[config.mk]
export PLATFORM = sky130hd
export DESIGN_NAME = i2cp_port
export DESIGN_NICKNAME = d
export VERILOG_FILES = /design/src/i2cp_pkg.sv /design/src/i2cp_port.sv
export VERILOG_INCLUDE_DIRS = /design/src
export SDC_FILE = /design/constraint.sdc
export NUM_CORES = 1
export LEC_CHECK = 0
export BUFFER_PORTS_ARGS = -buffer_cell sky130_fd_sc_hd__buf_2
export CAP_MARGIN = 5
export CORE_ASPECT_RATIO = 0.5
export CORE_MARGIN = 2
export CORE_UTILIZATION = 60
export DETAILED_ROUTE_END_ITERATION = 10
export GPL_ROUTABILITY_DRIVEN = 1
export GPL_TIMING_DRIVEN = 1
export PLACE_DENSITY_LB_ADDON = 0.05
export SLEW_MARGIN = 15
export SYNTH_ARGS = -nofsm -noshare
export SYNTH_HDL_FRONTEND = slang
export SYNTH_SLANG_ARGS = --single-unit
[constraint.sdc]
create_clock -name sys_clk_i -period 6.1 [get_ports sys_clk_i]
set_input_delay 1.22 -clock sys_clk_i [delete_from_list [all_inputs] [get_ports sys_clk_i]]
set_output_delay 1.22 -clock sys_clk_i [all_outputs]
set_load 0.02 [all_outputs]
[src/i2cp_map.svh]
`ifndef I2CP_MAP_SVH
`define I2CP_MAP_SVH
// Register offsets on the local port
`define I2CP_A_CTL1 3'h0
`define I2CP_A_CTL2 3'h1
`define I2CP_A_STAT 3'h2
`define I2CP_A_BUF 3'h3
`define I2CP_A_ADDR 3'h4
`define I2CP_A_FLAG 3'h5
`define I2CP_RST8 8'h00
// Control one fields
`define I2CP_WRITE_COLLISION_FLAG 7
`define I2CP_OVF 6
`define I2CP_EN 5
`define I2CP_CKP 4
// Control two fields
`define I2CP_GENERAL_CALL_ENABLE 7
`define I2CP_ACK_DATA_VALUE 5
// Mode codes
`define I2CP_M_S10I 4'hF
`define I2CP_M_S7I 4'hE
`define I2CP_M_FWM 4'hB
`define I2CP_M_HWM 4'h8
`define I2CP_M_S10 4'h7
`define I2CP_M_S7 4'h6
// Address constants
`define I2CP_TENHDR 5'h1E
`define I2CP_GCALL 8'h00
// Bit timing: four quarters per bit, eight data bits
`define I2CP_QLAST 2'h3
`define I2CP_BITS 4'h8
`endif

[src/i2cp_pkg.sv]
package i2cp_pkg;
  // Master sequencer states
  typedef enum {M_IDLE, M_START, M_RSTART, M_STOP, M_TX, M_RX, M_ACK} i2cp_mst_t;
  // Register port request
  typedef struct packed {
    logic [2:0] addr;
    logic [7:0] wdata;
    logic we;
    logic re;
  } i2cp_req_t;
endpackage

[src/i2cp_port.sv]
`timescale 1ns/1ps
`include "i2cp_map.svh"
// Overview of operation
// RULE1: master busy buffer write sets collision
// RULE2: slave write during shifting sets collision
// RULE3: byte into full buffer sets overflow
// RULE4: enable bit hands pins to port
// RULE5: slave clock held low while release zero
// RULE6: mode field selects slave/master variant
// RULE7: master clock is sysclk/(4*(reload+1))
// RULE8: general call accepted only when enabled
// RULE9: ack status shows slave nack
// RULE10: ack request sends programmed ack bit
// RULE11: receive request clocks in one byte
// RULE12: stop request makes stop, self clears
// RULE13: repeated start request, self clears
// RULE14: start request makes start, self clears
// RULE15: slave stretch bit extends stretch to receive
// RULE16: busy master refuses requests and writes
// RULE17: pins driven open drain only
// RULE18: slave flags address match, start, stop; start and stop are flagged only in the S7I and S10I modes
// RULE19: slave acks and buffers matched bytes
// RULE20: full buffer withholds ack, still flags
// RULE21: sample on rise, compare on eighth fall
// RULE22: match loads buffer, flags ninth fall
// RULE23: ten-bit address needs address update
// RULE24: received byte moves to buffer, flags
// RULE25: update flag shows address rewrite due
// RULE26: unlisted modes leave pins undriven
module i2cp_port (
  input wire logic sys_clk_i, // System clock
  input wire logic nrst_i, // Async reset, active low
  input wire i2cp_pkg::i2cp_req_t req_i, // Register access
  output logic [7:0] rdata_o, // Read data
  input wire logic scl_i, // Clock pin level
  input wire logic sda_i, // Data pin level
  input wire logic scl_dir_in_i, // Clock pin set as input
  input wire logic sda_dir_in_i, // Data pin set as input
  output logic scl_o, // Clock pin drive value
  output logic scl_oe_n_o, // Clock pin enable, low drives
  output logic sda_o, // Data pin drive value
  output logic sda_oe_n_o, // Data pin enable, low drives
  output logic port_flag_o // Port interrupt flag
);

  // ************************************************************
  // Registers and decode
  // ************************************************************
  logic write_collision_flag_r, ov_r, en_r, ckp_r;
  logic [3:0] mode_r;
  logic general_call_enable_r, ackst_r, ack_data_value_r, ack_sequence_request_r, master_receive_request_r, pen_r, repeated_start_request_r, sen_r;
  logic [7:0] buf_r, addr_r;
  logic bf_r, ua_r, rw_r, da_r, s_r, p_r;
  logic wr_c1, wr_c2, wr_buf, wr_addr, wr_flag, rd_buf;
  logic slv, ten, hwm, pins_ok, sl_on;
  logic scl_q, sda_q, scl_rise, scl_fall, start_det, stop_det;

  assign wr_c1 = req_i.we & (req_i.addr == `I2CP_A_CTL1);
  assign wr_c2 = req_i.we & (req_i.addr == `I2CP_A_CTL2);
  assign wr_buf = req_i.we & (req_i.addr == `I2CP_A_BUF);
  assign wr_addr = req_i.we & (req_i.addr == `I2CP_A_ADDR);
  assign wr_flag = req_i.we & (req_i.addr == `I2CP_A_FLAG);
  assign rd_buf = req_i.re & (req_i.addr == `I2CP_A_BUF);

  // Mode decode; firmware master leaves the engine idle
  assign slv = (mode_r == `I2CP_M_S10I) | (mode_r == `I2CP_M_S7I) |
               (mode_r == `I2CP_M_S10) | (mode_r == `I2CP_M_S7); // RULE6
  assign ten = slv & mode_r[0]; // RULE6
  assign hwm = en_r & (mode_r == `I2CP_M_HWM); // RULE6
  assign sl_on = en_r & slv;
  assign pins_ok = (sl_on | hwm) & scl_dir_in_i & sda_dir_in_i; // RULE4 RULE17 RULE26

  // Bus edges; pins are synchronous so one stage suffices
  always_ff @(posedge sys_clk_i or negedge nrst_i) begin
    if (!nrst_i) begin
      scl_q <= 1'h1;
      sda_q <= 1'h1;
    end else begin
      scl_q <= scl_i;
      sda_q <= sda_i;
    end
  end
  assign scl_rise = scl_i & ~scl_q;
  assign scl_fall = ~scl_i & scl_q;
  assign start_det = scl_i & scl_q & sda_q & ~sda_i;
  assign stop_det = scl_i & scl_q & ~sda_q & sda_i;

  // ************************************************************
  // Master sequencer
  // ************************************************************
  i2cp_pkg::i2cp_mst_t m_st_r;
  logic [1:0] q_r;
  logic [3:0] mb_r;
  logic [6:0] brg_r;
  logic [7:0] m_sr_r;
  logic m_scl_r, m_sda_r, tick, m_busy, m_last, m_done, m_ackev, m_rxld, m_bit_low;

  assign tick = (brg_r == 7'h00);
  assign m_busy = hwm & ((m_st_r != i2cp_pkg::M_IDLE) | sen_r | repeated_start_request_r | pen_r | master_receive_request_r | ack_sequence_request_r);
  assign m_last = (m_st_r == i2cp_pkg::M_TX) ? (mb_r == `I2CP_BITS) :
                  (m_st_r == i2cp_pkg::M_RX) ? (mb_r == `I2CP_BITS - 4'h1) : 1'h1;
  assign m_done = tick & (m_st_r != i2cp_pkg::M_IDLE) & (q_r == `I2CP_QLAST) & m_last;
  assign m_ackev = tick & (m_st_r == i2cp_pkg::M_TX) & (q_r == 2'h2) & (mb_r == `I2CP_BITS);
  assign m_rxld = m_done & (m_st_r == i2cp_pkg::M_RX);
  // Low data level for the current bit slot
  assign m_bit_low = (m_st_r == i2cp_pkg::M_TX) ? ((mb_r < `I2CP_BITS) & ~m_sr_r[7]) :
                     (m_st_r == i2cp_pkg::M_ACK) ? ~ack_data_value_r : 1'h0; // RULE10

  // Each quarter bit lasts reload+1 clocks, so a bit is four of them
  always_ff @(posedge sys_clk_i or negedge nrst_i) begin
    if (!nrst_i) begin
      m_st_r <= i2cp_pkg::M_IDLE;
      q_r <= 2'h0;
      mb_r <= 4'h0;
      brg_r <= 7'h00;
      m_sr_r <= 8'h00;
      m_scl_r <= 1'h0;
      m_sda_r <= 1'h0;
    end else if (!hwm) begin
      m_st_r <= i2cp_pkg::M_IDLE;
      m_scl_r <= 1'h0;
      m_sda_r <= 1'h0;
    end else if (m_st_r == i2cp_pkg::M_IDLE) begin
      q_r <= 2'h0;
      mb_r <= 4'h0;
      brg_r <= addr_r[6:0]; // RULE7
      if (sen_r) begin
        m_st_r <= i2cp_pkg::M_START; // RULE14
      end else if (repeated_start_request_r) begin
        m_st_r <= i2cp_pkg::M_RSTART; // RULE13
      end else if (pen_r) begin
        m_st_r <= i2cp_pkg::M_STOP; // RULE12
      end else if (master_receive_request_r) begin
        m_st_r <= i2cp_pkg::M_RX; // RULE11
      end else if (ack_sequence_request_r) begin
        m_st_r <= i2cp_pkg::M_ACK; // RULE10
      end else if (wr_buf) begin
        m_sr_r <= req_i.wdata;
        m_st_r <= i2cp_pkg::M_TX;
      end
    end else begin
      brg_r <= tick ? addr_r[6:0] : brg_r - 7'h01; // RULE7
      if (tick) begin
        q_r <= q_r + 2'h1;
        case (m_st_r)
          i2cp_pkg::M_START: begin
            m_sda_r <= 1'h1; // RULE14
            m_scl_r <= (q_r != 2'h0);
          end
          i2cp_pkg::M_RSTART: begin
            m_sda_r <= q_r[1]; // RULE13
            m_scl_r <= (q_r[0] == q_r[1]);
          end
          i2cp_pkg::M_STOP: begin
            m_sda_r <= ~q_r[1]; // RULE12
            m_scl_r <= (q_r == 2'h0);
          end
          default: begin
            m_scl_r <= (q_r[0] == q_r[1]);
            if (q_r == 2'h0) begin
              m_sda_r <= m_bit_low;
            end
            if (q_r == 2'h2 && m_st_r == i2cp_pkg::M_RX) begin
              m_sr_r <= {m_sr_r[6:0], sda_i}; // RULE11
            end
            if (q_r == `I2CP_QLAST) begin
              mb_r <= mb_r + 4'h1;
              if (m_st_r == i2cp_pkg::M_TX) begin
                m_sr_r <= {m_sr_r[6:0], 1'h0};
              end
            end
          end
        endcase
        if (m_done) begin
          m_st_r <= i2cp_pkg::M_IDLE;
        end
      end
    end
  end

  // ************************************************************
  // Slave engine
  // ************************************************************
  logic sl_act_r, sl_aph_r, sl_adr_r, sl_tx_r, sl_txd_r, sl_ack_r, took_r, uap_r, tb_hi_r, tb_ok_r;
  logic [3:0] bcnt_r;
  logic [7:0] sl_sr_r;
  logic sl_byte, sl_ninth, gcall, hi_hit, hdr_rd, adr_hit, take, sl_ld, write_collision_flag_ev, ckp_clr;

  assign sl_byte = sl_on & sl_act_r & scl_fall & (bcnt_r == `I2CP_BITS); // RULE21
  assign sl_ninth = sl_on & sl_act_r & scl_fall & (bcnt_r == `I2CP_BITS + 4'h1);
  assign gcall = general_call_enable_r & (sl_sr_r == `I2CP_GCALL) & sl_aph_r & ~tb_hi_r; // RULE8
  assign hi_hit = (sl_sr_r[7:1] == addr_r[7:1]); // RULE21
  assign hdr_rd = ten & sl_sr_r[0] & (sl_sr_r[7:3] == `I2CP_TENHDR);

  // Address match for the byte now in the shift register
  always_comb begin
    adr_hit = 1'h0;
    if (gcall) begin
      adr_hit = 1'h1; // RULE8
    end else if (!ten) begin
      adr_hit = hi_hit;
    end else if (tb_hi_r) begin
      adr_hit = (sl_sr_r == addr_r); // RULE23
    end else begin
      adr_hit = (sl_sr_r[7:3] == `I2CP_TENHDR) & hi_hit & (~sl_sr_r[0] | tb_ok_r); // RULE23
    end
  end
  assign take = sl_byte & (sl_aph_r ? adr_hit : (sl_adr_r & ~sl_tx_r));
  assign sl_ld = take & ~bf_r & ~ov_r; // RULE20 RULE22
  assign write_collision_flag_ev = wr_buf & (m_busy | (sl_on & sl_txd_r)); // RULE1 RULE2 RULE16
  // Transmit always stretches after the address; receive only with the stretch bit
  assign ckp_clr = sl_ninth & ((sl_tx_r & sl_adr_r) ? (~da_r | ~bf_r) :
                               (sen_r & bf_r & da_r & took_r)); // RULE2 RULE15

  always_ff @(posedge sys_clk_i or negedge nrst_i) begin
    if (!nrst_i) begin
      {sl_act_r, sl_aph_r, sl_adr_r, sl_tx_r, sl_txd_r} <= 5'h00;
      {sl_ack_r, took_r, uap_r, tb_hi_r, tb_ok_r} <= 5'h00;
      bcnt_r <= 4'h0;
      sl_sr_r <= 8'h00;
    end else if (!sl_on) begin
      {sl_act_r, sl_aph_r, sl_adr_r, sl_tx_r, sl_txd_r} <= 5'h00;
      {sl_ack_r, took_r, uap_r, tb_hi_r, tb_ok_r} <= 5'h00;
      bcnt_r <= 4'h0;
    end else if (start_det) begin
      {sl_act_r, sl_aph_r} <= 2'h3;
      {sl_adr_r, sl_tx_r, sl_txd_r, sl_ack_r, took_r} <= 5'h00;
      bcnt_r <= 4'h0;
    end else if (stop_det) begin
      {sl_act_r, sl_adr_r, sl_tx_r, sl_txd_r, sl_ack_r} <= 5'h00;
      {tb_hi_r, tb_ok_r} <= 2'h0;
    end else begin
      if (sl_act_r && scl_rise) begin
        bcnt_r <= bcnt_r + 4'h1;
        if (!sl_txd_r && bcnt_r < `I2CP_BITS) begin
          sl_sr_r <= {sl_sr_r[6:0], sda_i}; // RULE21
        end
        // A master nack after a sent byte drops the slave
        if (bcnt_r == `I2CP_BITS && sl_tx_r && !sl_aph_r && sda_i) begin
          {sl_act_r, sl_adr_r, sl_tx_r} <= 3'h0;
        end
      end else if (sl_act_r && scl_fall) begin
        if (sl_txd_r && bcnt_r == `I2CP_BITS) begin
          sl_txd_r <= 1'h0;
        end else if (sl_txd_r && bcnt_r != 4'h0) begin
          sl_sr_r <= {sl_sr_r[6:0], 1'h0};
        end
        if (sl_byte) begin
          took_r <= take; // RULE18
          uap_r <= take & ten & sl_aph_r & ~hdr_rd & ~gcall; // RULE23
          sl_ack_r <= sl_ld; // RULE19
          if (take && sl_aph_r) begin
            sl_adr_r <= 1'h1;
            sl_tx_r <= sl_sr_r[0] & ~gcall;
            sl_aph_r <= ten & ~tb_hi_r & ~hdr_rd & ~gcall;
            tb_hi_r <= ten & ~tb_hi_r & ~hdr_rd & ~gcall;
            if (ten && tb_hi_r) begin
              tb_ok_r <= 1'h1;
            end
          end
        end
        if (sl_ninth) begin
          bcnt_r <= 4'h0;
          {sl_ack_r, took_r, uap_r} <= 3'h0;
          sl_txd_r <= sl_tx_r & sl_adr_r;
        end
      end
      if (wr_buf && !sl_txd_r) begin
        sl_sr_r <= req_i.wdata;
      end
    end
  end

  // ************************************************************
  // Software registers
  // ************************************************************
  // Control one; hardware sets win over a write in the same cycle
  always_ff @(posedge sys_clk_i or negedge nrst_i) begin
    if (!nrst_i) begin
      {write_collision_flag_r, ov_r, en_r, ckp_r, mode_r} <= `I2CP_RST8;
    end else begin
      if (wr_c1) begin
        {write_collision_flag_r, ov_r, en_r, ckp_r, mode_r} <= req_i.wdata; // RULE4 RULE6
      end
      if (write_collision_flag_ev) begin
        write_collision_flag_r <= 1'h1; // RULE1 RULE2
      end
      if ((take | m_rxld) & bf_r) begin
        ov_r <= 1'h1; // RULE3
      end
      if (ckp_clr) begin
        ckp_r <= 1'h0; // RULE5
      end
    end
  end

  // Control two; requests are taken only while the master is idle
  always_ff @(posedge sys_clk_i or negedge nrst_i) begin
    if (!nrst_i) begin
      {general_call_enable_r, ackst_r, ack_data_value_r, ack_sequence_request_r, master_receive_request_r, pen_r, repeated_start_request_r, sen_r} <= `I2CP_RST8;
    end else begin
      if (wr_c2) begin
        general_call_enable_r <= req_i.wdata[`I2CP_GENERAL_CALL_ENABLE];
        ack_data_value_r <= req_i.wdata[`I2CP_ACK_DATA_VALUE];
        if (!m_busy) begin
          {ack_sequence_request_r, master_receive_request_r, pen_r, repeated_start_request_r, sen_r} <= req_i.wdata[4:0]; // RULE16
        end
      end
      if (m_done) begin
        {ack_sequence_request_r, master_receive_request_r, pen_r, repeated_start_request_r, sen_r} <= 5'h00; // RULE10 RULE12 RULE13 RULE14
      end
      if (m_ackev) begin
        ackst_r <= sda_i; // RULE9
      end
    end
  end

  // Address or reload
  always_ff @(posedge sys_clk_i or negedge nrst_i) begin
    if (!nrst_i) begin
      addr_r <= `I2CP_RST8;
    end else if (wr_addr) begin
      addr_r <= req_i.wdata;
    end
  end

  // Data buffer and full flag; a load beats a read in the same cycle
  always_ff @(posedge sys_clk_i or negedge nrst_i) begin
    if (!nrst_i) begin
      buf_r <= `I2CP_RST8;
      bf_r <= 1'h0;
    end else begin
      if (rd_buf || (sl_txd_r && sl_on && scl_fall && bcnt_r == `I2CP_BITS) ||
          (m_done && m_st_r == i2cp_pkg::M_TX)) begin
        bf_r <= 1'h0;
      end
      if (wr_buf && !write_collision_flag_ev) begin
        buf_r <= req_i.wdata;
        bf_r <= 1'h1;
      end
      if (sl_ld) begin
        buf_r <= sl_sr_r; // RULE19 RULE22
        bf_r <= 1'h1;
      end
      if (m_rxld && !bf_r) begin
        buf_r <= m_sr_r; // RULE24
        bf_r <= 1'h1;
      end
    end
  end

  // Status bits and the address update flag
  always_ff @(posedge sys_clk_i or negedge nrst_i) begin
    if (!nrst_i) begin
      {ua_r, rw_r, da_r, s_r, p_r} <= 5'h00;
    end else begin
      if (!en_r) begin
        {s_r, p_r} <= 2'h0;
      end else if (start_det) begin
        {s_r, p_r} <= 2'h2;
      end else if (stop_det) begin
        {s_r, p_r} <= 2'h1;
      end
      if (sl_byte) begin
        da_r <= ~sl_aph_r;
      end
      if (take && sl_aph_r) begin
        rw_r <= sl_sr_r[0];
      end
      if (wr_addr) begin
        ua_r <= 1'h0; // RULE23
      end
      if (sl_ninth && uap_r) begin
        ua_r <= 1'h1; // RULE25
      end
    end
  end

  // Interrupt flag; software clears by writing zero
  always_ff @(posedge sys_clk_i or negedge nrst_i) begin
    if (!nrst_i) begin
      port_flag_o <= 1'h0;
    end else begin
      if (wr_flag) begin
        port_flag_o <= req_i.wdata[0];
      end
      if ((sl_ninth & took_r) | (sl_on & mode_r[3] & (start_det | stop_det)) | m_done) begin
        port_flag_o <= 1'h1; // RULE18 RULE22 RULE24
      end
    end
  end

  // ************************************************************
  // Read port and pins
  // ************************************************************
  always_ff @(posedge sys_clk_i or negedge nrst_i) begin
    if (!nrst_i) begin
      rdata_o <= `I2CP_RST8;
    end else if (req_i.re) begin
      case (req_i.addr)
        `I2CP_A_CTL1: rdata_o <= {write_collision_flag_r, ov_r, en_r, ckp_r, mode_r};
        `I2CP_A_CTL2: rdata_o <= {general_call_enable_r, ackst_r, ack_data_value_r, ack_sequence_request_r, master_receive_request_r, pen_r, repeated_start_request_r, sen_r};
        `I2CP_A_STAT: rdata_o <= {2'h0, da_r, p_r, s_r, hwm ? (m_st_r == i2cp_pkg::M_TX) : rw_r, ua_r, bf_r};
        `I2CP_A_BUF: rdata_o <= buf_r;
        `I2CP_A_ADDR: rdata_o <= addr_r;
        `I2CP_A_FLAG: rdata_o <= {7'h00, port_flag_o};
        default: rdata_o <= 8'h00;
      endcase
    end else begin
      rdata_o <= 8'h00;
    end
  end

  // Open drain: only ever pull low, release otherwise
  always_ff @(posedge sys_clk_i or negedge nrst_i) begin
    if (!nrst_i) begin
      {scl_o, sda_o, scl_oe_n_o, sda_oe_n_o} <= 4'h3;
    end else begin
      {scl_o, sda_o} <= 2'h0; // RULE17
      scl_oe_n_o <= ~(pins_ok & (hwm ? m_scl_r : (~ckp_r | ua_r))); // RULE5 RULE23
      sda_oe_n_o <= ~(pins_ok & (hwm ? m_sda_r : (sl_ack_r | (sl_txd_r & ~sl_sr_r[7])))); // RULE19
    end
  end

  // ************************************************************
  // Assertions
  // ************************************************************
  mst_write_collision_flag_a: assert property (@(posedge sys_clk_i) disable iff (!nrst_i) // RULE1
    m_busy && wr_buf && !m_done |=> write_collision_flag_r && $stable(buf_r)) else $error("busy write not flagged");
  slv_write_collision_flag_a: assert property (@(posedge sys_clk_i) disable iff (!nrst_i) // RULE2
    sl_on && sl_txd_r && wr_buf |=> write_collision_flag_r) else $error("slave collision missed");
  rx_ovf_a: assert property (@(posedge sys_clk_i) disable iff (!nrst_i) // RULE3
    take && bf_r |=> ov_r && !sl_ack_r) else $error("overflow missed");
  pins_off_a: assert property (@(posedge sys_clk_i) disable iff (!nrst_i) // RULE26
    !(sl_on || hwm) |=> scl_oe_n_o && sda_oe_n_o) else $error("pin driven while off");
  stretch_hold_a: assert property (@(posedge sys_clk_i) disable iff (!nrst_i) // RULE5
    pins_ok && sl_on && !ckp_r |=> !scl_oe_n_o) else $error("stretch not driven");
  req_refuse_a: assert property (@(posedge sys_clk_i) disable iff (!nrst_i) // RULE16
    m_busy && wr_c2 && !m_done |=> $stable({ack_sequence_request_r, master_receive_request_r, pen_r, repeated_start_request_r, sen_r}))
    else $error("request taken while busy");
  slave_ack_a: assert property (@(posedge sys_clk_i) disable iff (!nrst_i) // RULE19
    sl_ld |=> sl_ack_r && bf_r && buf_r == $past(sl_sr_r)) else $error("match not acked");
  ninth_flag_a: assert property (@(posedge sys_clk_i) disable iff (!nrst_i) // RULE22
    sl_ninth && took_r |=> port_flag_o) else $error("flag not set on ninth fall");
  addr_update_a: assert property (@(posedge sys_clk_i) disable iff (!nrst_i) // RULE23
    wr_addr && !(sl_ninth && uap_r) |=> !ua_r) else $error("update flag not cleared");
  stop_done_a: assert property (@(posedge sys_clk_i) disable iff (!nrst_i) // RULE12
    hwm && m_st_r == i2cp_pkg::M_STOP |-> ##[0:520] !pen_r) else $error("stop not finished");
  brg_rate_a: assert property (@(posedge sys_clk_i) disable iff (!nrst_i) // RULE7
    hwm && tick && m_st_r != i2cp_pkg::M_IDLE && addr_r[6:0] == 7'h01 && !wr_addr && !m_done
    |=> !tick ##1 tick) else $error("baud period wrong");
endmodule

Word-level counts from Yosys, hierarchy flattened
Index checks and enable logic that the tools add are counted.

word-level totals
  bits in registers = 128
  latch bits = 0
  bits in writable memories = 0
  ROM bits = 0
  input bits = 19
  output and inout port bits = 13
  memories kept = 0

cells by class
  add/subtract/negate cells = 4
  $mul = 0
  div/mod/pow operators = 0
  order comparisons = 2
  eq/ne operators = 71
  shifts and indexed selects = 0
  mux-type cells = 168
  bitwise logic cells = 104
  reductions and logical operators = 64

operators with widths
  cell                   count
  $mux W32               10
  $mux W8                22
  $mux W1                119
  $eq A32 B4 Y1 const B  3
  $and A1 B1 Y1          64
  $eq A32 B2 Y1 const B  2
  $pmux W8 S6            1
  $mux W4                10
  $ne A3 B1 Y1 const B   12
  $eq A32 B1 Y1 const B  1
  $logic_not A32 Y1      1
  $reduce_bool A32 Y1    1
  $ne A5 B1 Y1 const B   6
  $eq A4 B4 Y1 const B   6
  $ne A4 B1 Y1 const B   6
  $not A1 Y1             22
  $ne A2 B2 Y1 const B   10
  $logic_and A1 B1 Y1    19
  $or A1 B1 Y1           18
  $reduce_bool A2 Y1     9
  $reduce_and A3 Y1      5
  $reduce_and A5 Y1      3
  $mux W7                2
  $eq A4 B3 Y1 const B   3
  other kinds (35)       58

Logic depth before layout (Yosys ltp)
Gate-level depths: netlist of run 1.

  word-level depth = 20
  gate-level depth with buffers = 11
  depth with buffers taken out = 8

Least setup slack after synthesis of run 1
No wires, ideal clock.

  path type = in2reg
  start = in req_i[12] (netlist bit)
  end = reg buf_r[1]
  data arrival time = 2,751 ps
  data required time = 5,980 ps
  setup slack = 3,229 ps
  stages on the path = 8
  path buffers = 2
  path through = clkbuf_1 > nand4b_1 > a21oi_1 > o21a_1 > buf_2 > o211ai_1 > mux2i_1 > nor2_1

between the ends
  cells in the longest elaborated chain, start to end = 6

RTL lines
  element                                RTL line          source
  start: declaration                     i2cp_port.sv:33   input wire i2cp_pkg::i2cp_req_t req_i,
  $eq A3 B2 Y1 *                         --
  $and A1 B1 Y1 *                        i2cp_port.sv:60   assign wr_buf = req_i.we & (req_i.addr == `I2CP_A_BUF);
  $and A1 B1 Y1                          i2cp_port.sv:210  assign write_collision_flag_ev = wr_buf & (m_busy | (sl_on & sl_txd_r));
  $logic_not A1 Y1                       i2cp_port.sv:337  if (wr_buf && !write_collision_flag_ev) begin
  $logic_and A1 B1 Y1 *                  i2cp_port.sv:337
  $reduce_bool A3 Y1 (no source line) *  --
  end signal: assignment                 i2cp_port.sv:338  buf_r <= req_i.wdata;
  end signal: assignment                 i2cp_port.sv:342  buf_r <= sl_sr_r;
  end signal: assignment                 i2cp_port.sv:346  buf_r <= m_sr_r;
  end: declaration                       i2cp_port.sv:52   logic [7:0] buf_r, addr_r;

Mark *: on every way between the ends. The rest lies on a longest branch, timed or not.
A chain may end at the register's enable or synchronous reset.

Final worst setup path of run 1
  start = in scl_i
  end = reg buf_r[4]

between the ends
  cells in the longest elaborated chain, start to end = 9
  elaborated cells on any way between the ends = 10

RTL lines
  element                       RTL line          source
  start: declaration            i2cp_port.sv:35   input wire logic scl_i,
  $not A1 Y1 *                  i2cp_port.sv:84   assign scl_fall = ~scl_i & scl_q;
  $and A1 B1 Y1 *               i2cp_port.sv:84
  $and A1 B1 Y1 * (2 in a row)  i2cp_port.sv:189  assign sl_byte = sl_on & sl_act_r & scl_fall & (bcnt_r == `I2CP_BITS);
  $and A1 B1 Y1 *               i2cp_port.sv:208  assign take = sl_byte & (sl_aph_r ? adr_hit : (sl_adr_r & ~sl_tx_r));
  $and A1 B1 Y1 * (2 in a row)  i2cp_port.sv:209  assign sl_ld = take & ~bf_r & ~ov_r;
  $mux W8                       i2cp_port.sv:341  if (sl_ld) begin
  $mux W8                       i2cp_port.sv:345  if (m_rxld && !bf_r) begin

Marks and branches as above.

==> flow_summary.ini, run 1 <==
[detailed_routing]
met2WireLength_um = 6470
wl_per_cell_um = 19.9
wl_met3_um = 1440
drt_iter0_drc = 401
drc = 0
antenna_left = 0
met1Wirelength_um = 6910
topRoutingLayerUsed = met5
via_per_inst = 6.24
vias = 4725
wl_um = 15100
drt-pass1-iter-count = 7

[status]
status = completed

[global_routing]
grt_max_degree = 54
grt_pass1_wl_um = 23900
grt_pass1_vias = 4346
overflow = 0
antenna_found_initial = 1
grt_usage = 0.310

[power_and_ir_drop]
powerDensity_mw_per_mm2 = 281
ir_drop_uv = 145
p_leak_nw = 2.69
power_mw = 1.72

[hold_path]
worstHoldPathType = register to register
holdPathEnd = scl_oe_n_o$_DFF_PN1_
min_from = m_scl_r$_DFFE_PN0P_
hold-path-cell-count = 1

[synth]
synth_edf_count = 0
synth_cell_types = 68
synth_ff_type = dfrtp_1
synthTopCellsByArea = dfrtp_1 42%, mux2i_1 6.2%, nor2_1 5.2%, mux2_2 4.2%, a21oi_1 4.0%
ys_seq_area_frac = 0.437
ys_ff_latch = 99
synth_area_per_cell_um2 = 9.19
synth_top_cell_by_area = dfrtp_1
synth_area_mm2 = 0.00568
synth_top_area_share = 0.419
synthCells = 618
postSynth.asyncResetShare = 1.00
yosys_warnings = 0

[place]
place_area_mm2 = 0.00586
place_congestion = 0.952
hpwl_um = 10600
port-buffer-count = 29

[die]
die-area_mm2 = 0.0103
fp-row-count = 25
die_w_um = 142
initial_utilization = 0.609
io_pins = 32
die_h_um = 72.8
coreArea_mm2 = 0.00932

[layout]
area_growth_pct = 8.15
n_antenna_cell = 0
nets = 659
stdcell_area_mm2 = 0.00614
drive_gt1_frac = 0.137

[sta]
tightest_slew_ns = 1.17
rsz0062_at_grt = no
max_freq_ghz = 0.316
relSlewSlack = 0.218
tns_ns = 0
setup_viol = 0
drv_slew = 0
fin_crit_sh = 0.518
fin_skew_ns = 0.0103
final_hold_viol_count = 0
period_needed_ns = 3.16

[run]
max-cap-violations = 0

[clocking]
cts_hold_buf = 0
clk_latency_ns = 0.35
clk_pin_slew_ns = 0.07
cts_resized = 0
cts_made_buffers = 9
cts-root-buf = clkbuf_16
cts_tree = yes
htreeDepth = 3
cts_sinks = 99
cts.path.max_buffers = 2
cts_post_setup_buffers_inserted = 0

[setup_path]
worstSetupStartpointType = input pin
crit_path_max_fanout = 10
r2r-start = addr_r[3]$_DFFE_PN0P_
r2r_setup_slack_ns = 3.21
arrival_ns = 3.40
cp.required_ns = 6.34
cp-end-kind = register
r2r_end = buf_r[4]$_DFFE_PN0P_
ff2ff_path_depth = 6
criticalPathCategory = input pin to register
cell usage after synthesis, types with 4 or more instances:
| library cell | instances |
|---|---|
| dfrtp_1 | 95 |
| nor2_1 | 78 |
| a21oi_1 | 45 |
| nand2_1 | 44 |
| o21ai_0 | 41 |
| mux2i_1 | 35 |
| inv_1 | 29 |
| mux2_2 | 21 |
| o211ai_1 | 20 |
| nand3_1 | 18 |
| clkbuf_1 | 16 |
| nor3_1 | 13 |
| o22ai_1 | 11 |
| ha_1 | 9 |
| xor2_1 | 9 |
| and2_1 | 8 |
| buf_2 | 8 |
| nand4_1 | 8 |
| nand3b_1 | 7 |
| nand2b_1 | 6 |
| or3_1 | 6 |
| buf_4 | 5 |
| nor2b_1 | 5 |
| a21boi_0 | 4 |
| and3_1 | 4 |
| dfstp_2 | 4 |
| o21a_1 | 4 |
| or2b_1 | 4 |
routing by layer:
metal,vias up,global-route usage
met5,-,0
met4,2,0.0822
met3,30,0.0925
met2,183,0.461
met1,2290,0.446
li1,2220,-
flip-flops by register name, indices dropped and copies added (netlist names), 4 cells and up:
name     cells
brg_r        7
bcnt_r       4
mode_r       4
sl_sr_r      8
addr_r       8
m_sr_r       8
mb_r         4
buf_r        8
rdata_o      8
final cells by class:
type | instances | area [um2]
clock buffer | 13 | 260
inverter | 29 | 109
multi-input combinational | 460 | 2950
clock inverter | 3 | 22.5
fill | 793 | 3180
sequential | 99 | 2480
timing repair buffer | 32 | 170
tap | 121 | 151
cell families (layout without fill, tap and decap cells):
logic type                 after synthesis  count (layout)  synth area share
AOI/OAI and AO/OA                      152             152             0.165
xor gates and xnor gates                11              11            0.0170
adders and majority gates                9               9            0.0198
buffers and inverters                   60              77            0.0460
DFF                                     99              99             0.437
muxes                                   57              57             0.107
other                                    1               2          0.000660
and+or+nand+nor                        229             229             0.208
per-stage QoR:
stage | hold slack (ns) | instances | worst slack (ns) | utilization
2_1_floorplan | 0.425 | 619 | 3.23 | -
3_3_place_gp | 0.444 | 741 | 2.68 | 0.629
3_5_place_dp | 0.448 | 741 | 2.60 | 0.629
4_1_cts | 0.457 | 757 | 2.96 | 0.659
5_1_grt | 0.483 | 757 | 2.87 | 0.659
6_report | 0.454 | 757 | 2.94 | 0.659
how the worst max path moves through the flow:
stage	start	endpoint	slack, ns	cells past startpoint
finish	scl_i	buf_r[4]$_DFFE_PN0P_	2.94	6
global placement	scl_i	buf_r[2]$_DFFE_PN0P_	2.68	6
global route	scl_i	buf_r[3]$_DFFE_PN0P_	2.87	6
floorplan	req_i[12]	buf_r[1]$_DFFE_PN0P_	3.23	8
detailed placement	scl_i	buf_r[4]$_DFFE_PN0P_	2.60	6
CTS	scl_i	buf_r[4]$_DFFE_PN0P_	2.96	6
critical path: stages:
cell	delay (ns)
buf_2	0.14
nand3b_1	0.27
or3_4	0.41
o311ai_2	0.99
mux2i_1	0.28
nor2_1	0.08
where the power goes:
part / total (mW) / switching, mW / internal (mW) / leakage [nW]
clock network: 0.547 / 0.247 / 0.300 / 0.140
registers: 0.855 / 0.113 / 0.742 / 1.27
logic: 0.321 / 0.184 / 0.137 / 1.28
total: 1.72 / 0.545 / 1.18 / 2.69
cell usage in the layout, fill, tap and decap left out, drive strengths merged, types with 5 or more instances in the layout:
cell type	netlist	routed
dfrtp	95	95
nor2	79	79
a21oi	45	45
nand2	44	44
o21ai	44	44
mux2i	35	35
buf	15	32
inv	29	29
mux2	21	21
o211ai	20	20
nand3	19	19
nor3	15	15
clkbuf	16	13
o22ai	11	11
xor2	9	9
ha	9	9
nand4	9	9
and2	8	8
nand3b	7	7
or3	7	7
nand2b	6	6
and3	6	6
nor2b	5	5
a21boi	5	5
Power figures use the tool's default switching activity.
==> run 2, diff against run 1 <==
- ABC_AREA: default -> 1
- clock period: 6.1 -> 2.95 ns (I/O delays scaled with it)
==> run 2 against run 1 <==
Global-route usage grew 3.2 points. Routed wire length grew 9.1%. Sequential cell count is the same. Cell count grew 17%. Synthesized area grew 0.13%. Critical path depth grew 7. Sequential share of layout area shrank 0.40 points. Sequential power grew 99%. Cell area grew 1.0%. Register-to-register slack lost 2.4 ns. Critical endpoint is now buf_r[3]$_DFFE_PN0P_. Largest power group unchanged.
==> flow_summary.ini, run 2 <==
[status]
status = completed

[setup_path]
arrival_ns = 2.39
cp_num_buf_inv = 2
critPathMaxStageDelay_ns = 0.38
cp-end-kind = register
cp_common_cell = nand2_1
worstPathCellList = inv_1 > ha_1 > nand2_1 > nor2_2 > nand3_2 > inv_2 > nand3_4 > nor2_4 > nand2_4 > nor2_1 > a21oi_1 > nand2_1 > nand2_1
cp_slowest_cell = dfrtp_1
criticalPathCategory = register to register
worstSetupStartpointType = register
cp.required_ns = 3.19
critPathTopFamily = simple AND/OR/NAND/NOR gates
crit_path_max_fanout = 16

[synth]
synth_top_area_share = 0.418
synth_top_cells_by_count = 157 x nand2_1, 95 x dfrtp_1, 93 x inv_1
ys_seq_area_frac = 0.437
synthCells = 733
synth_ff_type = dfrtp_1
synth_edf_count = 0
synth_cell_types = 48
synth_top_cell_by_area = dfrtp_1
synth_area_mm2 = 0.00569
synth_area_per_cell_um2 = 7.76
yosysMostFrequentCell = nand2_1
yosys_warnings = 0
ys_ff_latch = 99
synthTopCellsByArea = dfrtp_1 42%, nand2_1 10%, o21ai_0 6.2%, inv_1 6.1%, a21oi_1 3.7%
postSynth.asyncResetShare = 1.00

[die]
die_h_um = 72.8
die_w_um = 142
coreArea_mm2 = 0.00932
fp-row-count = 25
initial_utilization = 0.610
die-area_mm2 = 0.0103
io_pins = 32

[clocking]
cts-root-buf = clkbuf_16
clk_pin_slew_ns = 0.07
cts_post_setup_buffers_inserted = 0
cts.path.max_buffers = 2
cts_made_buffers = 9
cts_tree = yes
clk_latency_ns = 0.35
cts_sinks = 99
cts_hold_buf = 0
htreeDepth = 3
cts_resized = 0

[power_and_ir_drop]
powerDensity_mw_per_mm2 = 564
ir_drop_uv = 243
p_leak_nw = 2.95

[layout]
seqCellArea_mm2 = 0.00248
mostFrequentLayoutCells = 157 x nand2_1, 95 x dfrtp_1, 93 x inv_1, 71 x o21ai_0, 49 x nor2_1
fill_cells = 827
nets = 790
final_common_cell = nand2_1
drive_gt1_frac = 0.147
area_growth_pct = 9.09
stdcell_area_mm2 = 0.00620
multiInputGateArea_mm2 = 0.00268

[detailed_routing]
antenna_left = 0
drt_iter0_drc = 530
drc = 0
wl_per_cell_um = 18.5
wl_um = 16500
via_per_inst = 5.90
drt-pass1-iter-count = 5
vias = 5241

[global_routing]
antenna_found_initial = 2
grt_pass1_vias = 4720
grt_max_degree = 81
grt_usage = 0.342
grt_pass1_wl_um = 26100
overflow = 0

[run]
max-cap-violations = 0

[sta]
hold-worst-slack_ns = 0.116
final_hold_viol_count = 0
fin_crit_sh = 0.727
max_freq_ghz = 0.466
tightest_slew_ns = 0.606
drv_slew = 0
rsz0062_at_grt = no
tns_ns = 0
relSlewSlack = 0.595
setup_ws_ns = 0.806
period_needed_ns = 2.14
setup_viol = 0
fin_skew_ns = 0.00937

[place]
dpl_worst_slack_ns = 0.721
place_area_mm2 = 0.00593
port-buffer-count = 29
hpwl_um = 12400
place_congestion = 0.964

[hold_path]
worstHoldPathType = input pin to asynchronous set/reset pin
[run 2: layout make-up]
cell class / count / share of cell area
Timing Repair Buffer: 31 / 0.0282
Inverter: 118 / 0.0716
Clock inverter: 6 / 0.00686
Multi-Input combinational cell: 503 / 0.431
Antenna cell: 1 / 0.000403
Sequential cell: 99 / 0.400
Tap cell: 121 / 0.0244
Clock buffer: 10 / 0.0369
[run 2: kinds of logic after synthesis]
kind of cell             synth area share
adder cells (fa/ha/maj)            0.0198
XOR/XNOR                          0.00924
flip-flops                          0.437
multiplexers                      0.00352
buffers and inverters              0.0935
other                            0.000659
AO/OA/AOI/OAI                       0.186
AND/OR/NAND/NOR                     0.250
[run 2: final timing paths]
check	from	to	slack, ns	cells after the start
min in group sys_clk_i	scl_i	scl_q$_DFF_PN1_	0.37	1
max	brg_r[0]$_DFFE_PN0P_	buf_r[3]$_DFFE_PN0P_	0.81	13
max in group asynchronous	nrst_i	sda_q$_DFF_PN1_	2.12	2
min reg2reg	buf_r[0]$_DFFE_PN0P_	buf_r[0]$_DFFE_PN0P_	0.49	2
min	nrst_i	brg_r[5]$_DFFE_PN0P_	0.12	1
max reg2reg	brg_r[0]$_DFFE_PN0P_	buf_r[3]$_DFFE_PN0P_	0.81	13
[run 2: stage by stage]
step                      utilization  std cells  power [mW]
after CTS                       0.665        888        3.48
after global placement          0.636        872        2.39
after detailed placement        0.636        872        2.40
final                           0.666        889        3.50
after global routing            0.665        888        3.67
after floorplan                     -        734        2.14
[run 2: power breakdown]
| part | switching [mW] | internal, mW | leakage (nW) |
|---|---|---|---|
| sequential | 0.177 | 1.53 | 1.21 |
| combinational | 0.469 | 0.223 | 1.62 |
| clock | 0.530 | 0.573 | 0.128 |
| total | 1.18 | 2.32 | 2.95 |
[run 2: metal layers]
layer / share of wire / vias to the layer above / GRT usage
met1: 0.47 / 2480 / 0.518
met5: 0.0055 / - / 0.0526
met4: 0.015 / 4 / 0.0878
met2: 0.41 / 238 / 0.466
li1: - / 2487 / -
met3: 0.11 / 32 / 0.111
==> run 3, diff against run 2 <==
- CORE_UTILIZATION: 60 -> 56
- clock period: 2.95 -> 1.8 ns (I/O delays scaled with it)
==> run 3 against run 2 <==
The flow now finishes with violations (setup timing). Cell area is 15% higher. Maximum frequency is 16% higher. Clock power is 73% higher. Global-route usage is 0.65 points lower. Critical endpoint is now buf_r[0]$_DFFE_PN0P_.
==> flow_summary.ini, run 3 (synthesis gave the netlist of run 2 again) <==
[status]
status = finished, violations left
violations = setup timing

[sta]
fin_crit_sh = 1.02
max_freq_ghz = 0.543
setup_viol = 8
drv_slew = 0
rsz0062_at_grt = yes
period_needed_ns = 1.84
tns_ns = -0.263
setup_ws_ns = -0.0425
fin_skew_ns = 0.00724
final_hold_viol_count = 0

[global_routing]
grt_pass1_vias = 5126
antenna_found_initial = 4
grt_max_degree = 40
grt_pass1_wl_um = 27400
grt_usage = 0.336
overflow = 0

[setup_path]
startpoint = brg_r[0]$_DFFE_PN0P_
r2r-start = brg_r[0]$_DFFE_PN0P_
critPathTopFamily = simple AND/OR/NAND/NOR gates
cp_slowest_cell = dfrtp_1
criticalPathCategory = register to register
cp_num_buf_inv = 2
worstSetupStartpointType = register
crit_path_max_fanout = 8
critPathMaxStageDelay_ns = 0.40
cp-end-kind = register
arrival_ns = 2.14
worstPathCellList = inv_2 > ha_4 > nand2_4 > nor2_4 > nand3_2 > inv_2 > nand3_4 > nor2_4 > nand2_2 > nand3_1 > nand2_1 > nand2_1
cp.required_ns = 2.10

[layout]
mostFrequentLayoutCells = 147 x nand2_1, 90 x dfrtp_1, 79 x inv_1, 71 x buf_4, 66 x o21ai_0
final_common_cell = nand2_1
area_growth_pct = 25.9
stdcell_count = 985
fin_util = 0.741
drive_gt1_frac = 0.294
nets = 872

[power_and_ir_drop]
p_leak_nw = 3.36
powerDensity_mw_per_mm2 = 879
p_clk_frac = 0.302
ir_drop_uv = 506
pwr-share-seq = 0.441
power.internal_mw = 4.14
p_switching_mw = 2.15
netSwitchingFraction = 0.342
combPwrFrac = 0.257

[clocking]
cts_tree = yes
cts-root-buf = clkbuf_16
clk_latency_ns = 0.36
clk_pin_slew_ns = 0.07
htreeDepth = 3
cts.path.max_buffers = 2
cts_sinks = 99
cts_made_buffers = 9

[detailed_routing]
drt-pass1-iter-count = 5
drc = 0
vias = 5706
wl_um = 18500
drt_iter0_drc = 566
via_per_inst = 5.79
wl_per_cell_um = 18.7
antenna_left = 0

[die]
die_w_um = 147
initial_utilization = 0.588
io_pins = 32
die_h_um = 75.3
fp-row-count = 25
die-area_mm2 = 0.0110
coreArea_mm2 = 0.00967

[place]
port-buffer-count = 29
hpwl_um = 13100
dp_cells = 940
place_congestion = 1.01
dpl_worst_slack_ns = -0.0130

[run]
max-cap-violations = 0

[hold_path]
worstHoldPathType = input pin to register
min_from = scl_i
-- run 3: cell count changes in the layout (fill, tap and decap cells not counted), moves of 5 or more --
cell,previous run,this run
buf_4,2,71
dfrtp_1,95,90
dfrtp_2,0,5
inv_1,93,79
inv_2,24,34
nand2_1,157,147
nand2_2,10,19
nor2_1,49,36
nor2_4,3,12
o21ai_0,71,66
-- run 3: stage by stage --
step	hold WS (ns)	power [mW]	area (um2)
after global placement	0.300	4.13	6360
after global routing	0.149	6.56	7160
final	0.148	6.30	7160
after floorplan	0.0644	3.50	5690
after CTS	0.136	6.10	6780
after detailed placement	0.298	4.15	6360
-- run 3: routing by layer --
layer | GRT usage | up-vias | part of all wire
met3 | 0.126 | 63 | 0.12
met2 | 0.491 | 321 | 0.42
met1 | 0.463 | 2656 | 0.44
li1 | - | 2660 | -
met5 | 0.0458 | - | 0.0020
met4 | 0.109 | 6 | 0.028
-- run 3: cell type report --
| type | count | area [um2] |
|---|---|---|
| Antenna cell | 1 | 2.50 |
| Clock buffer | 10 | 239 |
| Clock inverter | 6 | 48.8 |
| Fill cell | 709 | 2500 |
| Inverter | 118 | 458 |
| Multi-Input combinational cell | 507 | 2930 |
| Sequential cell | 99 | 2490 |
| Tap cell | 135 | 169 |
| Timing Repair Buffer | 109 | 828 |
-- run 3: power groups by stage --
stage	logic (mW)	registers, mW	clock network [mW]
3_5_place_dp	1.37	2.78	0
4_1_cts	1.45	2.75	1.90
3_3_place_gp	1.35	2.78	0
2_1_floorplan	0.761	2.74	0
5_1_grt	1.77	2.80	1.99
6_report	1.62	2.78	1.90
-- run 3: final timing paths --
kind | cells after the start | end | slack (ns)
min in group asynchronous | 2 | m_scl_r$_DFFE_PN0P_ | 0.48
setup reg to reg | 12 | buf_r[0]$_DFFE_PN0P_ | -0.04
hold reg to reg | 2 | buf_r[2]$_DFFE_PN0P_ | 0.49
max in group asynchronous | 3 | scl_q$_DFF_PN1_ | 0.73
setup / recovery | 12 | buf_r[0]$_DFFE_PN0P_ | -0.04
hold / removal | 1 | scl_q$_DFF_PN1_ | 0.15
-- run 3: worst reg2reg max path: stages, from the launching register on --
cell	delay (ns)
dfrtp_1	0.40
inv_2	0.09
ha_4	0.15
nand2_4	0.06
nor2_4	0.11
nand3_2	0.10
inv_2	0.10
nand3_4	0.10
nor2_4	0.21
nand2_2	0.19
nand3_1	0.17
nand2_1	0.06
nand2_1	0.06
-- run 3: timing repair --
item	in CTS	in global routing
endpoints found under the hold margin	22	0
hold buffers	1	0
gates cloned	2	3
pin swaps	6	23
setup endpoints to repair	18	53
gates resized for setup	11	75
setup buffers	6	17
